<file path="src/lf_frontend_params.svh">
// Offsets, field positions, reset values and counts of the LF front-end config bank.
// Assumes a Wishbone slave decoding byte addresses, one 32-bit word per register.
`ifndef LF_FRONTEND_PARAMS_SVH
`define LF_FRONTEND_PARAMS_SVH

// ----------------------------------------
// Register byte offsets
// ----------------------------------------
`define OFS_PAGE_CONTROL    8'h00
`define OFS_FRONTEND        8'h04
`define OFS_FILTER_POL      8'h08
`define OFS_STATUS          8'h0C

// ----------------------------------------
// Field positions
// ----------------------------------------
`define POS_PAGE_SELECT     0
`define POS_TRIGGER_LO      1
`define POS_CARRIER_LO      3
`define POS_GAIN_LO         6
`define POS_FINAL_LO        4
`define POS_AZ_ENABLE       3
`define POS_DEQ_RES_LO      1
`define POS_DEQ_ENABLE      0
`define POS_SLICER_HYSTERESIS_LO         6
`define POS_FILTER_LO       4
`define POS_POLARITY        3
`define POS_EDGE_COUNT_LO   0

// ----------------------------------------
// Reset values
// ----------------------------------------
`define RST_PAGE_CONTROL    8'h00
`define RST_FRONTEND        8'h00
`define RST_FILTER_POL      8'h00

// ----------------------------------------
// Counts
// ----------------------------------------
`define EDGE_COUNT_MAX      3'h7
`define SYNC_STAGES         3

`endif

</file>
<file path="src/lf_frontend_pkg.sv">
// Types shared by the LF front-end config bank.
// Assumes the constants header is included by users needing numbers.
package lf_frontend_pkg;

	// ----------------------------------------
	// Bus answer states
	// ----------------------------------------
	typedef enum logic [0:0] {
		BUS_IDLE = 1'b0,
		BUS_ACK  = 1'b1
	} bus_state_type;

	// ----------------------------------------
	// Auto-zero trigger modes
	// ----------------------------------------
	typedef enum logic [1:0] {
		TRIG_EDGES      = 2'h0,
		TRIG_DITHER     = 2'h1,
		TRIG_EDGES_LOW  = 2'h2,
		TRIG_EDGES_HIGH = 2'h3
	} trigger_mode_type;

endpackage : lf_frontend_pkg

</file>
<file path="src/lf_autozero_pacer.sv">
// Counts data edges and paces auto-zero requests during a data frame.
// Assumes data_edge is a one-cycle pulse on the same clock.
`timescale 1ns/1ns
`include "lf_frontend_params.svh"
module lf_autozero_pacer (
	input  wire logic       clk,
	input  wire logic       rst,
	input  wire logic       enable,
	input  wire logic       data_edge,
	input  wire logic       data_level,
	input  wire logic [2:0] edge_target,
	input  wire logic [1:0] trigger_mode,
	output logic            request,
	output logic [2:0]      edge_count
);
	logic [2:0] dither;
	logic [3:0] target_eff;
	logic       reached;
	logic       level_ok;
	logic       fire;

	// ----------------------------------------
	// Threshold and level gate
	// ----------------------------------------
	assign target_eff = (trigger_mode != lf_frontend_pkg::TRIG_DITHER) ? {1'b0, edge_target} :
		(dither[1:0] == 2'h0 && edge_target != 3'h0) ? {1'b0, edge_target} - 4'h1 :
		(dither[1:0] == 2'h2) ? {1'b0, edge_target} + 4'h1 : {1'b0, edge_target};
	assign reached  = {1'b0, edge_count} >= target_eff;
	assign level_ok = (trigger_mode == lf_frontend_pkg::TRIG_EDGES_LOW)  ? !data_level :
		(trigger_mode == lf_frontend_pkg::TRIG_EDGES_HIGH) ? data_level : 1'b1;
	assign fire     = enable && reached && level_ok && !request;

	// ----------------------------------------
	// Edge counter and request
	// ----------------------------------------
	always_ff @(posedge clk) begin
		if (rst || !enable) begin
			edge_count <= 3'h0;
			request    <= 1'b0;
		end else begin
			request <= fire;
			if (fire) begin
				edge_count <= 3'h0;
			end else if (data_edge && edge_count != `EDGE_COUNT_MAX) begin
				edge_count <= edge_count + 3'h1;
			end
		end
	end

	always_ff @(posedge clk) begin
		if (rst) begin
			dither <= 3'h1;
		end else if (fire) begin
			dither <= {dither[1:0], dither[2] ^ dither[1]};
		end
	end
endmodule : lf_autozero_pacer

</file>
<file path="src/lf_pin_sync.sv">
// Three-stage synchroniser for an input pin.
// Assumes the pin is asynchronous to clk; output moves when stages two and three agree.
`timescale 1ns/1ns
module lf_pin_sync (
	input  wire logic clk,
	input  wire logic rst,
	input  wire logic pin,
	output logic      level
);
	logic s1;
	logic s2;
	logic s3;

	// ----------------------------------------
	// Stages
	// ----------------------------------------
	always_ff @(posedge clk) begin
		if (rst) begin
			s1    <= 1'b0;
			s2    <= 1'b0;
			s3    <= 1'b0;
			level <= 1'b0;
		end else begin
			s1 <= pin;
			s2 <= s1;
			s3 <= s2;
			if (s2 == s3) begin
				level <= s3;
			end
		end
	end
endmodule : lf_pin_sync

</file>
<file path="src/lf_receiver_frontend_config.sv">
// LF receiver front-end configuration bank with Wishbone classic slave.
// Assumes a single 25 MHz clock, synchronous reset, and an asynchronous demodulated data pin.
// Assumes software sets the page bit before it touches the two paged registers.
`timescale 1ns/1ns
`include "lf_frontend_params.svh"

module lf_receiver_frontend_config (
	input  wire logic        SYS_CLK,
	input  wire logic        RST,
	input  wire logic [7:0]  ADR_I,
	input  wire logic [31:0] DAT_I,
	input  wire logic        WE_I,
	input  wire logic [3:0]  SEL_I,
	input  wire logic        STB_I,
	input  wire logic        CYC_I,
	output logic      [31:0] DAT_O,
	output logic             ACK_O,
	input  wire logic        DATA_IN,
	input  wire logic        DATA_MODE,
	input  wire logic        CARRIER_MODE,
	input  wire logic        MID_BIT_WINDOW,
	output logic      [1:0]  THIRD_AMP_GAIN,
	output logic      [2:0]  AMP_GAIN_FACTOR,
	output logic      [1:0]  FINAL_STAGE_SELECT,
	output logic             LOGARITHMIC_AMPLIFIER_PROGRAMMABLE,
	output logic             FOURTH_RECTIFIER_ENABLE,
	output logic             DATA_AUTOZERO_ENABLE,
	output logic      [1:0]  DEQ_RESISTOR_SELECT,
	output logic      [9:0]  DEQ_RESISTOR_OHMS_X10,
	output logic             DEQ_SYSTEM_ENABLE,
	output logic      [1:0]  SLICER_HYSTERESIS,
	output logic      [5:0]  HYSTERESIS_MV,
	output logic             FILTER_MODE_HI,
	output logic             FILTER_MODE_LO,
	output logic             BIPHASE_FILTER_ENABLE,
	output logic             BIPHASE_HIGH_OFFSET,
	output logic             MANCHESTER_POLARITY,
	output logic             NARROW_CARRIER_TOLERANCE,
	output logic             AUTOZERO_REQUEST,
	output logic             DECODED_BIT_VALID,
	output logic             DECODED_BIT
);

	// ----------------------------------------
	// Functions
	// ----------------------------------------
	function automatic logic [2:0] gain_factor(input logic [1:0] code);
		case (code)
			2'h0:    gain_factor = 3'h2;
			2'h1:    gain_factor = 3'h3;
			2'h2:    gain_factor = 3'h4;
			default: gain_factor = 3'h6;
		endcase
	endfunction : gain_factor

	function automatic logic [5:0] slicer_hysteresis_mv(input logic [1:0] code);
		case (code)
			2'h0:    slicer_hysteresis_mv = 6'h14;
			2'h1:    slicer_hysteresis_mv = 6'h28;
			2'h2:    slicer_hysteresis_mv = 6'h32;
			default: slicer_hysteresis_mv = 6'h1E;
		endcase
	endfunction : slicer_hysteresis_mv

	function automatic logic [9:0] deq_ohms_x10(input logic [1:0] code);
		case (code)
			2'h0:    deq_ohms_x10 = 10'h190;
			2'h1:    deq_ohms_x10 = 10'h0C8;
			2'h2:    deq_ohms_x10 = 10'h064;
			default: deq_ohms_x10 = 10'h032;
		endcase
	endfunction : deq_ohms_x10

	function automatic logic [7:0] merge_byte(input logic [7:0] old, input logic [31:0] data,
		input logic lane);
		merge_byte = lane ? data[7:0] : old;
	endfunction : merge_byte

	// ----------------------------------------
	// Registers and state
	// ----------------------------------------
	lf_frontend_pkg::bus_state_type bus_state;
	lf_frontend_pkg::bus_state_type next_bus_state;
	logic [7:0]  page_control;
	logic [7:0]  lf_frontend_control;
	logic [7:0]  lf_filter_polarity_control;
	logic [7:0]  next_page_control;
	logic [7:0]  next_frontend;
	logic [7:0]  next_filter_pol;
	logic [31:0] next_dat;
	logic [3:0]  autozero_count;
	logic        data_level;
	logic        data_level_d;
	logic        data_edge;
	logic [2:0]  edge_count;
	logic        az_request;
	logic        last_bit;

	// ----------------------------------------
	// Field views
	// ----------------------------------------
	wire         register_page_select  = page_control[`POS_PAGE_SELECT];
	wire [1:0]   autozero_trigger_mode = page_control[`POS_TRIGGER_LO +: 2];
	wire [1:0]   carrier_check_method  = page_control[`POS_CARRIER_LO +: 2];
	wire [1:0]   third_amp_gain        = lf_frontend_control[`POS_GAIN_LO +: 2];
	wire [1:0]   final_stage_select    = lf_frontend_control[`POS_FINAL_LO +: 2];
	wire         data_autozero_enable  = lf_frontend_control[`POS_AZ_ENABLE];
	wire [1:0]   deq_resistor_select   = lf_frontend_control[`POS_DEQ_RES_LO +: 2];
	wire         deq_system_enable     = lf_frontend_control[`POS_DEQ_ENABLE];
	wire [1:0]   slicer_hysteresis     = lf_filter_polarity_control[`POS_SLICER_HYSTERESIS_LO +: 2];
	wire         filter_mode_hi        = lf_filter_polarity_control[`POS_FILTER_LO + 1];
	wire         filter_mode_lo        = lf_filter_polarity_control[`POS_FILTER_LO];
	wire         manchester_polarity   = lf_filter_polarity_control[`POS_POLARITY];
	wire [2:0]   autozero_edge_count   = lf_filter_polarity_control[`POS_EDGE_COUNT_LO +: 3];

	// ----------------------------------------
	// Bus decode
	// ----------------------------------------
	wire         bus_req      = CYC_I && STB_I;
	wire         bus_commit   = bus_req && (bus_state == lf_frontend_pkg::BUS_ACK);
	wire         hit_page     = ADR_I == `OFS_PAGE_CONTROL;
	wire         hit_frontend = ADR_I == `OFS_FRONTEND;
	wire         hit_filter   = ADR_I == `OFS_FILTER_POL;
	wire         hit_status   = ADR_I == `OFS_STATUS;
	wire         paged_ok     = register_page_select;
	wire         rd_frontend  = hit_frontend && paged_ok;
	wire         rd_filter    = hit_filter && paged_ok;
	wire [7:0]   status_byte  = {autozero_count, edge_count, last_bit};

	// ----------------------------------------
	// Write strobes
	// ----------------------------------------
	wire         wr_commit     = bus_commit && WE_I;
	wire         wr_page       = wr_commit && hit_page;
	wire         wr_frontend   = wr_commit && hit_frontend && paged_ok;
	wire         wr_filter     = wr_commit && hit_filter && paged_ok;
	wire         lane_page     = wr_page && SEL_I[0];
	wire         lane_frontend = wr_frontend && SEL_I[0];
	wire         lane_filter   = wr_filter && SEL_I[0];

	// ----------------------------------------
	// Bus answer state
	// ----------------------------------------
	always_comb begin
		case (bus_state)
			lf_frontend_pkg::BUS_IDLE: begin
				if (bus_req) begin
					next_bus_state = lf_frontend_pkg::BUS_ACK;
				end else begin
					next_bus_state = lf_frontend_pkg::BUS_IDLE;
				end
			end
			lf_frontend_pkg::BUS_ACK: begin
				next_bus_state = lf_frontend_pkg::BUS_IDLE;
			end
			default: begin
				next_bus_state = lf_frontend_pkg::BUS_IDLE;
			end
		endcase
	end

	// ----------------------------------------
	// Read select and write merge
	// ----------------------------------------
	assign next_dat =
		hit_page    ? {24'h000000, page_control} :
		rd_frontend ? {24'h000000, lf_frontend_control} :
		rd_filter   ? {24'h000000, lf_filter_polarity_control} :
		hit_status  ? {24'h000000, status_byte} :
		32'h00000000;

	assign next_page_control = merge_byte(page_control, DAT_I, lane_page);
	assign next_frontend     = merge_byte(lf_frontend_control, DAT_I, lane_frontend);
	assign next_filter_pol   = merge_byte(lf_filter_polarity_control, DAT_I, lane_filter);

	// ----------------------------------------
	// Bus slave
	// ----------------------------------------
	always_ff @(posedge SYS_CLK) begin
		if (RST) begin
			bus_state <= lf_frontend_pkg::BUS_IDLE;
			DAT_O     <= 32'h00000000;
		end else begin
			bus_state <= next_bus_state;
			if (next_bus_state == lf_frontend_pkg::BUS_ACK) begin
				DAT_O <= next_dat;
			end
		end
	end

	assign ACK_O = bus_req && (bus_state == lf_frontend_pkg::BUS_ACK);

	// ----------------------------------------
	// Configuration registers
	// ----------------------------------------
	always_ff @(posedge SYS_CLK) begin
		if (RST) begin
			page_control               <= `RST_PAGE_CONTROL;
			lf_frontend_control        <= `RST_FRONTEND;
			lf_filter_polarity_control <= `RST_FILTER_POL;
		end else begin
			page_control               <= next_page_control;
			lf_frontend_control        <= next_frontend;
			lf_filter_polarity_control <= next_filter_pol;
		end
	end

	// ----------------------------------------
	// Front-end controls
	// ----------------------------------------
	always_ff @(posedge SYS_CLK) begin
		if (RST) begin
			THIRD_AMP_GAIN          <= 2'h0;
			AMP_GAIN_FACTOR         <= 3'h2;
			FINAL_STAGE_SELECT      <= 2'h0;
			LOGARITHMIC_AMPLIFIER_PROGRAMMABLE     <= 1'b0;
			FOURTH_RECTIFIER_ENABLE <= 1'b1;
			DATA_AUTOZERO_ENABLE    <= 1'b0;
			DEQ_RESISTOR_SELECT     <= 2'h0;
			DEQ_RESISTOR_OHMS_X10   <= 10'h190;
			DEQ_SYSTEM_ENABLE       <= 1'b0;
		end else begin
			THIRD_AMP_GAIN          <= third_amp_gain;
			AMP_GAIN_FACTOR         <= gain_factor(third_amp_gain);
			FINAL_STAGE_SELECT      <= final_stage_select;
			LOGARITHMIC_AMPLIFIER_PROGRAMMABLE     <= final_stage_select == 2'h1;
			FOURTH_RECTIFIER_ENABLE <= !final_stage_select[1];
			DATA_AUTOZERO_ENABLE    <= data_autozero_enable;
			DEQ_RESISTOR_SELECT     <= deq_resistor_select;
			DEQ_RESISTOR_OHMS_X10   <= deq_ohms_x10(deq_resistor_select);
			DEQ_SYSTEM_ENABLE       <= deq_system_enable;
		end
	end

	// ----------------------------------------
	// Slicer, filter and carrier check
	// ----------------------------------------
	always_ff @(posedge SYS_CLK) begin
		if (RST) begin
			SLICER_HYSTERESIS        <= 2'h0;
			HYSTERESIS_MV            <= 6'h14;
			FILTER_MODE_HI           <= 1'b0;
			FILTER_MODE_LO           <= 1'b0;
			BIPHASE_FILTER_ENABLE    <= 1'b0;
			BIPHASE_HIGH_OFFSET      <= 1'b0;
			MANCHESTER_POLARITY      <= 1'b0;
			NARROW_CARRIER_TOLERANCE <= 1'b0;
		end else begin
			SLICER_HYSTERESIS        <= slicer_hysteresis;
			HYSTERESIS_MV            <= slicer_hysteresis_mv(slicer_hysteresis);
			FILTER_MODE_HI           <= filter_mode_hi;
			FILTER_MODE_LO           <= filter_mode_lo;
			BIPHASE_FILTER_ENABLE    <= filter_mode_hi;
			BIPHASE_HIGH_OFFSET      <= filter_mode_hi && filter_mode_lo;
			MANCHESTER_POLARITY      <= manchester_polarity;
			NARROW_CARRIER_TOLERANCE <= carrier_check_method == 2'h1 ||
				carrier_check_method == 2'h2;
		end
	end

	// ----------------------------------------
	// Data input and edge detect
	// ----------------------------------------
	lf_pin_sync data_sync (
		.clk   (SYS_CLK),
		.rst   (RST),
		.pin   (DATA_IN),
		.level (data_level)
	);

	always_ff @(posedge SYS_CLK) begin
		if (RST) begin
			data_level_d <= 1'b0;
		end else begin
			data_level_d <= data_level;
		end
	end

	assign data_edge = data_level != data_level_d;

	// ----------------------------------------
	// Manchester mid-bit decode
	// ----------------------------------------
	wire         rising_edge  = data_level && !data_level_d;
	wire         decode_take  = data_edge && MID_BIT_WINDOW && DATA_MODE && !CARRIER_MODE;
	wire         decoded      = rising_edge ^ manchester_polarity;

	always_ff @(posedge SYS_CLK) begin
		if (RST) begin
			DECODED_BIT_VALID <= 1'b0;
			DECODED_BIT       <= 1'b0;
			last_bit          <= 1'b0;
		end else begin
			DECODED_BIT_VALID <= decode_take;
			if (decode_take) begin
				DECODED_BIT <= decoded;
				last_bit    <= decoded;
			end
		end
	end

	// ----------------------------------------
	// Auto-zero pacing in data frames
	// ----------------------------------------
	wire         az_enable = DATA_MODE && !CARRIER_MODE && data_autozero_enable;

	lf_autozero_pacer az_pacer (
		.clk          (SYS_CLK),
		.rst          (RST),
		.enable       (az_enable),
		.data_edge    (data_edge),
		.data_level   (data_level),
		.edge_target  (autozero_edge_count),
		.trigger_mode (autozero_trigger_mode),
		.request      (az_request),
		.edge_count   (edge_count)
	);

	assign AUTOZERO_REQUEST = az_request;

	// ----------------------------------------
	// Auto-zero request count
	// ----------------------------------------
	always_ff @(posedge SYS_CLK) begin
		if (RST) begin
			autozero_count <= 4'h0;
		end else if (az_request) begin
			autozero_count <= autozero_count + 4'h1;
		end
	end

endmodule : lf_receiver_frontend_config

</file>
<file path="config.mk">
export PLATFORM = sky130hd
export DESIGN_NAME = lf_receiver_frontend_config
export DESIGN_NICKNAME = d
export VERILOG_FILES = /design/src/lf_frontend_pkg.sv /design/src/lf_autozero_pacer.sv /design/src/lf_pin_sync.sv /design/src/lf_receiver_frontend_config.sv
export VERILOG_INCLUDE_DIRS = /design/src
export SDC_FILE = /design/constraint.sdc
export NUM_CORES = 1
export LEC_CHECK = 0
export BUFFER_PORTS_ARGS = -buffer_cell sky130_fd_sc_hd__buf_2
export CORE_MARGIN = 3
export CORE_UTILIZATION = 50
export DETAILED_ROUTE_END_ITERATION = 10
export PLACE_DENSITY = 0.76
export SLEW_MARGIN = 10
export SYNTH_ARGS = -nofsm -noshare
export SYNTH_HDL_FRONTEND = slang
export SYNTH_SLANG_ARGS = --single-unit
</file>
<file path="constraint.sdc">
create_clock -name SYS_CLK -period 2.9 [get_ports SYS_CLK]
set_input_delay 0.145 -clock SYS_CLK [delete_from_list [all_inputs] [get_ports SYS_CLK]]
set_output_delay 0.145 -clock SYS_CLK [all_outputs]
set_load 0.02 [all_outputs]
</file>
# ---- Word level (Yosys, flattened, before mapping)
# Cells that the tools add are included.
dict set report word_totals {
  register_bits 111
  in_bits 53
  output_inout_bits 73
  word_cells 113
}
dict set report classes {
  n_addsub 4
  magnitude_cmp 1
  n_eq_ne 19
  n_mux 14
  n_bitwise 3
  n_reduce_logical 40
}
# operator n
set ops {}
lappend ops {{$mux W8} 4}
lappend ops {{$pmux W9 S3} 1}
lappend ops {{$logic_and A1 B1 Y1} 25}
lappend ops {{$pmux W6 S3} 1}
lappend ops {{$eq A8 B4 Y1 const B} 2}
lappend ops {{$eq A2 B2 Y1 const B} 7}
lappend ops {{$mux W4} 3}
lappend ops {{$eq A2 B1 Y1 const B} 5}
lappend ops {{$pmux W3 S3} 1}
lappend ops {{$eq A8 B3 Y1 const B} 1}
lappend ops {{$logic_not A2 Y1} 4}
lappend ops {{$logic_not A8 Y1} 1}
lappend ops {{$logic_not A1 Y1} 6}
lappend ops {{$add A3 B1 Y4 const B} 1}
lappend ops {{$add A4 B1 Y4 const B} 1}
lappend ops {{$ge A3 B4 Y1} 1}
lappend ops {{$sub A3 B1 Y4 const B} 1}
lappend ops {{$add A3 B1 Y3 const B} 1}
lappend ops {{$mux W1} 3}
lappend ops {{$ne A3 B3 Y1 const B} 1}
lappend ops {{$reduce_bool A3 Y1} 1}
lappend ops {{$logic_or A1 B1 Y1} 2}
lappend ops {{$ne A2 B1 Y1 const B} 1}
lappend ops {{$pmux W1 S2} 1}
lappend ops {{other kinds (5)} 6}

# ---- Longest topological paths before layout
dict set report logic_depth {
  ltp_word 9
  mapped_depth 11
  ltp_nobuf 11
}

# ---- By module
# Synthesis repeated with hierarchy kept, for this count alone.
dict set report unflattened {
  hier_cells 375
  area_unflattened_um2 3714.8
}
# mod instances cells_per_inst area_per_inst_um2 seq_area_each_um2
set modules_own_cells {}
lappend modules_own_cells {lf_receiver_frontend_config 1 305 3007.9 1461.4}
lappend modules_own_cells {lf_autozero_pacer 1 60 594.3 140.1}
lappend modules_own_cells {lf_pin_sync 1 10 112.6 80.1}

# ---- Worst setup path before layout
# OpenSTA, ideal clock, no wires.
dict set report synth_path {
  path_kind {register to register}
  start {register lf_filter_polarity_control[0]}
  end {register az_pacer.dither[1]}
  setup_ns 0.072
  arrival_ns 1.930
  setup_slack_ns 0.898
  path_stages_with_launch 12
  path_buffers 0
  path_cell_list {dfxtp_1 inv_1 ha_1 nor2_1 a22oi_1 o21ai_0 o31ai_1 ha_1 o21ai_0 o21bai_1 o211a_1 mux2i_1}
}
dict set report synth_via {
  elab_chain_len 8
  elab_cells_between_ends 11
  classes_between {add/sub (2); order compare (1); mux (3); reduce/logical (5)}
}
# item line_no
set synth_rtl {}
lappend synth_rtl {{from (decl)} lf_receiver_frontend_config.sv:86} ;# logic [7:0] lf_filter_polarity_control;
lappend synth_rtl {{from (signal assigned)} lf_receiver_frontend_config.sv:200} ;# lf_filter_polarity_control <= `RST_FILTER_POL;
lappend synth_rtl {{from (signal assigned)} lf_receiver_frontend_config.sv:204} ;# lf_filter_polarity_control <= next_filter_pol;
lappend synth_rtl {{$add A3 B1 Y4 / $reduce_bool A3 Y1 (equally long branches)} {lf_autozero_pacer.sv:27, lf_autozero_pacer.sv:26}}
lappend synth_rtl {{$mux W4 / $logic_and A1 B1 Y1 (equally long branches)} {lf_autozero_pacer.sv:27, lf_autozero_pacer.sv:26}}
lappend synth_rtl {{$mux W4} lf_autozero_pacer.sv:26} ;# (dither[1:0] == 2'h0 && edge_target != 3'h0) ? {1'b0, edge_target} - 4'h1 :
lappend synth_rtl {{$mux W4 (*)} lf_autozero_pacer.sv:25} ;# assign target_eff = (trigger_mode != lf_frontend_pkg::TRIG_DITHER) ? {1'b0, edge_target} :
lappend synth_rtl {{$ge A3 B4 Y1 (*)} lf_autozero_pacer.sv:28} ;# assign reached = {1'b0, edge_count} >= target_eff;
lappend synth_rtl {{$logic_and A1 B1 Y1 (*) (3 in series)} lf_autozero_pacer.sv:31} ;# assign fire = enable && reached && level_ok && !request;
lappend synth_rtl {{to (signal assigned)} lf_autozero_pacer.sv:54} ;# dither <= {dither[1:0], dither[2] ^ dither[1]};
lappend synth_rtl {{to (decl)} lf_autozero_pacer.sv:16} ;# logic [2:0] dither;
# Mark *: on every way between the ends. The rest lies on a longest branch, timed or not.
# A chain may end at the register's enable or synchronous reset.

# ---- Worst setup path in the final report
# Ends and elaborated chain as after synthesis.

==> impl_metrics.env <==
export IMPL_crit_path_start="lf_filter_polarity_control[0]$_SDFFE_PP0P_"
export IMPL_die_h_um=91.42
export IMPL_max_freq_ghz=0.4276
export IMPL_gp_congestion=0.8357
export IMPL_hp_start="DATA_IN"
export IMPL_relSlewSlack=0.4578
export IMPL_synth_cell_types=43
export IMPL_antenna_cells=0
export IMPL_r2r_slack_ns=0.56
export IMPL_cts_made_buffers=9
export IMPL_synth_top_cell_area_share=0.4609
export IMPL_clk_pin_slew_ns=0.08
export IMPL_cp_data_required_time_ns=3.18
export IMPL_cts_hold_fix_buffers=0
export IMPL_r2r_end="az_pacer.dither[1]$_SDFFE_PP0P_"
export IMPL_vdd_drop_max_mv=0.2308
export IMPL_postCtsSetupBuffers=0
export IMPL_routed_wl_mm=8.165
export IMPL_reg2reg_from="lf_filter_polarity_control[0]$_SDFFE_PP0P_"
export IMPL_grt_use_total=0.1961
export IMPL_drc_errors=0
export IMPL_min_to="data_sync.s1$_SDFF_PP0_"
export IMPL_start_kind="flip-flop"
export IMPL_synthArstFlopShare=0
export IMPL_tightest_slew_ns=0.8072
export IMPL_grt_pass1_vias=2769
export IMPL_cts_num_sinks=84
export IMPL_finalHoldViolCount=0
export IMPL_avgSynthCellArea_um2=8.964
export IMPL_status="completed"
export IMPL_grt_overflow_total=0
export IMPL_period_share=0.8064
export IMPL_yosysMostFrequentCell="dfxtp_1"
export IMPL_layout_drive_gt1_share=0.1966
export IMPL_cts_resized=0
export IMPL_cts_tree="yes"
export IMPL_synth_edf_count=0
export IMPL_path_max_fanout=5
export IMPL_vias_per_cell=5.223
export IMPL_yosys_register_bits=84
export IMPL_finalSetupTns_ns=0
export IMPL_ys_seq_area_frac=0.4609
export IMPL_grt_max_degree=40
export IMPL_vias=2972
export IMPL_yosysTopAreaCell="dfxtp_1"
export IMPL_worstSetupPathType="flip-flop to flip-flop"
export IMPL_clock_latency_ns=0.36
export IMPL_drt_iter0_drc=113
export IMPL_arrival_ns=2.62
export IMPL_synthFlopType="dfxtp_1"
export IMPL_root_buffer="clkbuf_8"
export IMPL_worstHoldPathCells=2
export IMPL_cp_end_kind="flip-flop"
export IMPL_rows=30
export IMPL_first_pass_iters=4
export IMPL_synth_area_um2=3648
export IMPL_p_per_area_nw_per_um2=505.6
export IMPL_place_hpwl_mm=5.983
export IMPL_ant_nets=0
export IMPL_die_area_um2=8358
export IMPL_synth_area_leaders="dfxtp_1, ha_1, buf_4"
export IMPL_wl_per_cell_um=14.35
export IMPL_setup_violations=0
export IMPL_die_w_um=91.42
export IMPL_initial_core_util=0.5254
export IMPL_nNetsFinal=541
export IMPL_io_pins=126
export IMPL_worstRegToRegCells=11
export IMPL_synthTopCellsByCount="dfxtp_1, nor2_1, inv_1"
export IMPL_layout_min_cycle_time_ns=2.339
export IMPL_p_leak_nw=1.725
export IMPL_synthCells=407
export IMPL_final_max_slew_violation_count=0
export IMPL_drv_cap=0
export IMPL_place_port_buffers=71
export IMPL_core_um2=6944
export IMPL_cts_max_level=3
export IMPL_n_fill_cell=619
export IMPL_cts_buffer_depth=2
export IMPL_power_mw=2.084
export IMPL_antenna_found_initial=0
export IMPL_synthToLayoutAreaGrowth_pct=12.96
export IMPL_ys_warn_count=0
export IMPL_grt_pass1_wl_mm=13.30
export IMPL_skew_ns=0.01267
export IMPL_min_path_type="input port to flip-flop"
export IMPL_rsz0062_at_grt="false"
==> layout by cell type (no fill, tap or decap), types with 9 or more instances in the layout <==
master	n
dfxtp_1	84
buf_2	71
nor2_1	46
inv_1	29
conb_1	27
a21oi_1	26
nand3_1	25
ha_1	19
o21ai_0	15
o21ai_1	14
nand2b_1	10
nand2_1	10
clkbuf_8	10
nor2b_1	9
==> report_power, final <==
group          total, mW  internal [mW]  switching (mW)
Sequential          1.16           1.15         0.00129
Clock              0.821          0.421           0.400
Combinational      0.107         0.0252          0.0821
Total               2.08           1.60           0.483
==> per-layer routing <==
metal	track usage	vias up	wire length, um
li1	-	1455	-
met1	0.2439	1379	3481
met2	0.3390	127	3946
met3	0.03480	11	603
met4	0.06784	0	133
met5	0	-	0
==> through the flow <==
step                      std cells  hold WS (ns)  setup WS [ns]  utilization  area (um^2)
after detailed placement        554        0.3711         0.5910       0.5659         3930
after CTS                       569       0.01035         0.5576       0.5935         4121
after global placement          554        0.3913         0.7637       0.5659         3930
final                           569       0.01067         0.5614       0.5935         4121
after global routing            569      0.009573         0.3256       0.5935         4121
after floorplan                 433        0.2235         0.8983            -         3746
==> worst max-delay path by stage <==
| stage | endpoint | cells after the start | slack, ns |
|---|---|---|---|
| floorplan | az_pacer.dither[1]$_SDFFE_PP0P_ | 11 | 0.90 |
| global placement | az_pacer.dither[1]$_SDFFE_PP0P_ | 11 | 0.76 |
| detailed placement | az_pacer.dither[1]$_SDFFE_PP0P_ | 11 | 0.59 |
| CTS | az_pacer.dither[1]$_SDFFE_PP0P_ | 11 | 0.56 |
| global route | az_pacer.dither[1]$_SDFFE_PP0P_ | 11 | 0.33 |
| finish | az_pacer.dither[1]$_SDFFE_PP0P_ | 11 | 0.56 |
==> sequential cells by signal, indices dropped and copies added (netlist names), 2 cells and up <==
signal	flops
DAT_O	8
AMP_GAIN_FACTOR	3
FINAL_STAGE_SELECT	2
DEQ_RESISTOR_SELECT	2
DEQ_RESISTOR_OHMS_X10	8
lf_frontend_control	8
THIRD_AMP_GAIN	2
az_pacer.dither	3
SLICER_HYSTERESIS	2
HYSTERESIS_MV	5
page_control	8
az_pacer.edge_count	3
autozero_count	4
lf_filter_polarity_control	8
==> layout make-up <==
| class | instances | area, um^2 | area share |
|---|---|---|---|
| Sequential cell | 84 | 1682 | 0.4080 |
| Multi-Input combinational cell | 273 | 1657 | 0.4019 |
| Timing Repair Buffer | 72 | 362.8 | 0.08804 |
| Clock buffer | 12 | 145.1 | 0.03522 |
| Tap cell | 96 | 120.1 | 0.02914 |
| Inverter | 29 | 108.9 | 0.02641 |
| Clock inverter | 3 | 46.29 | 0.01123 |
==> critical path: stages (launching register included) <==
cell,delay (ns)
dfxtp_1,0.41
inv_1,0.13
ha_1,0.23
nor2_1,0.13
a22oi_1,0.10
o21ai_0,0.19
o31ai_1,0.10
ha_1,0.28
o21ai_0,0.08
o21bai_1,0.17
o211a_1,0.25
mux2i_1,0.19
==> cell families after synthesis <==
family	count (synthesis)	share of synthesized area
buf+inv	76	0.1118
xor+xnor	9	0.02160
simple gates	123	0.1732
flops	84	0.4609
other cells	1	0.001028
compound gates	88	0.1471
fa+ha+maj	19	0.06516
mux	7	0.01921
No activity file was read; power rests on OpenSTA's default activity.
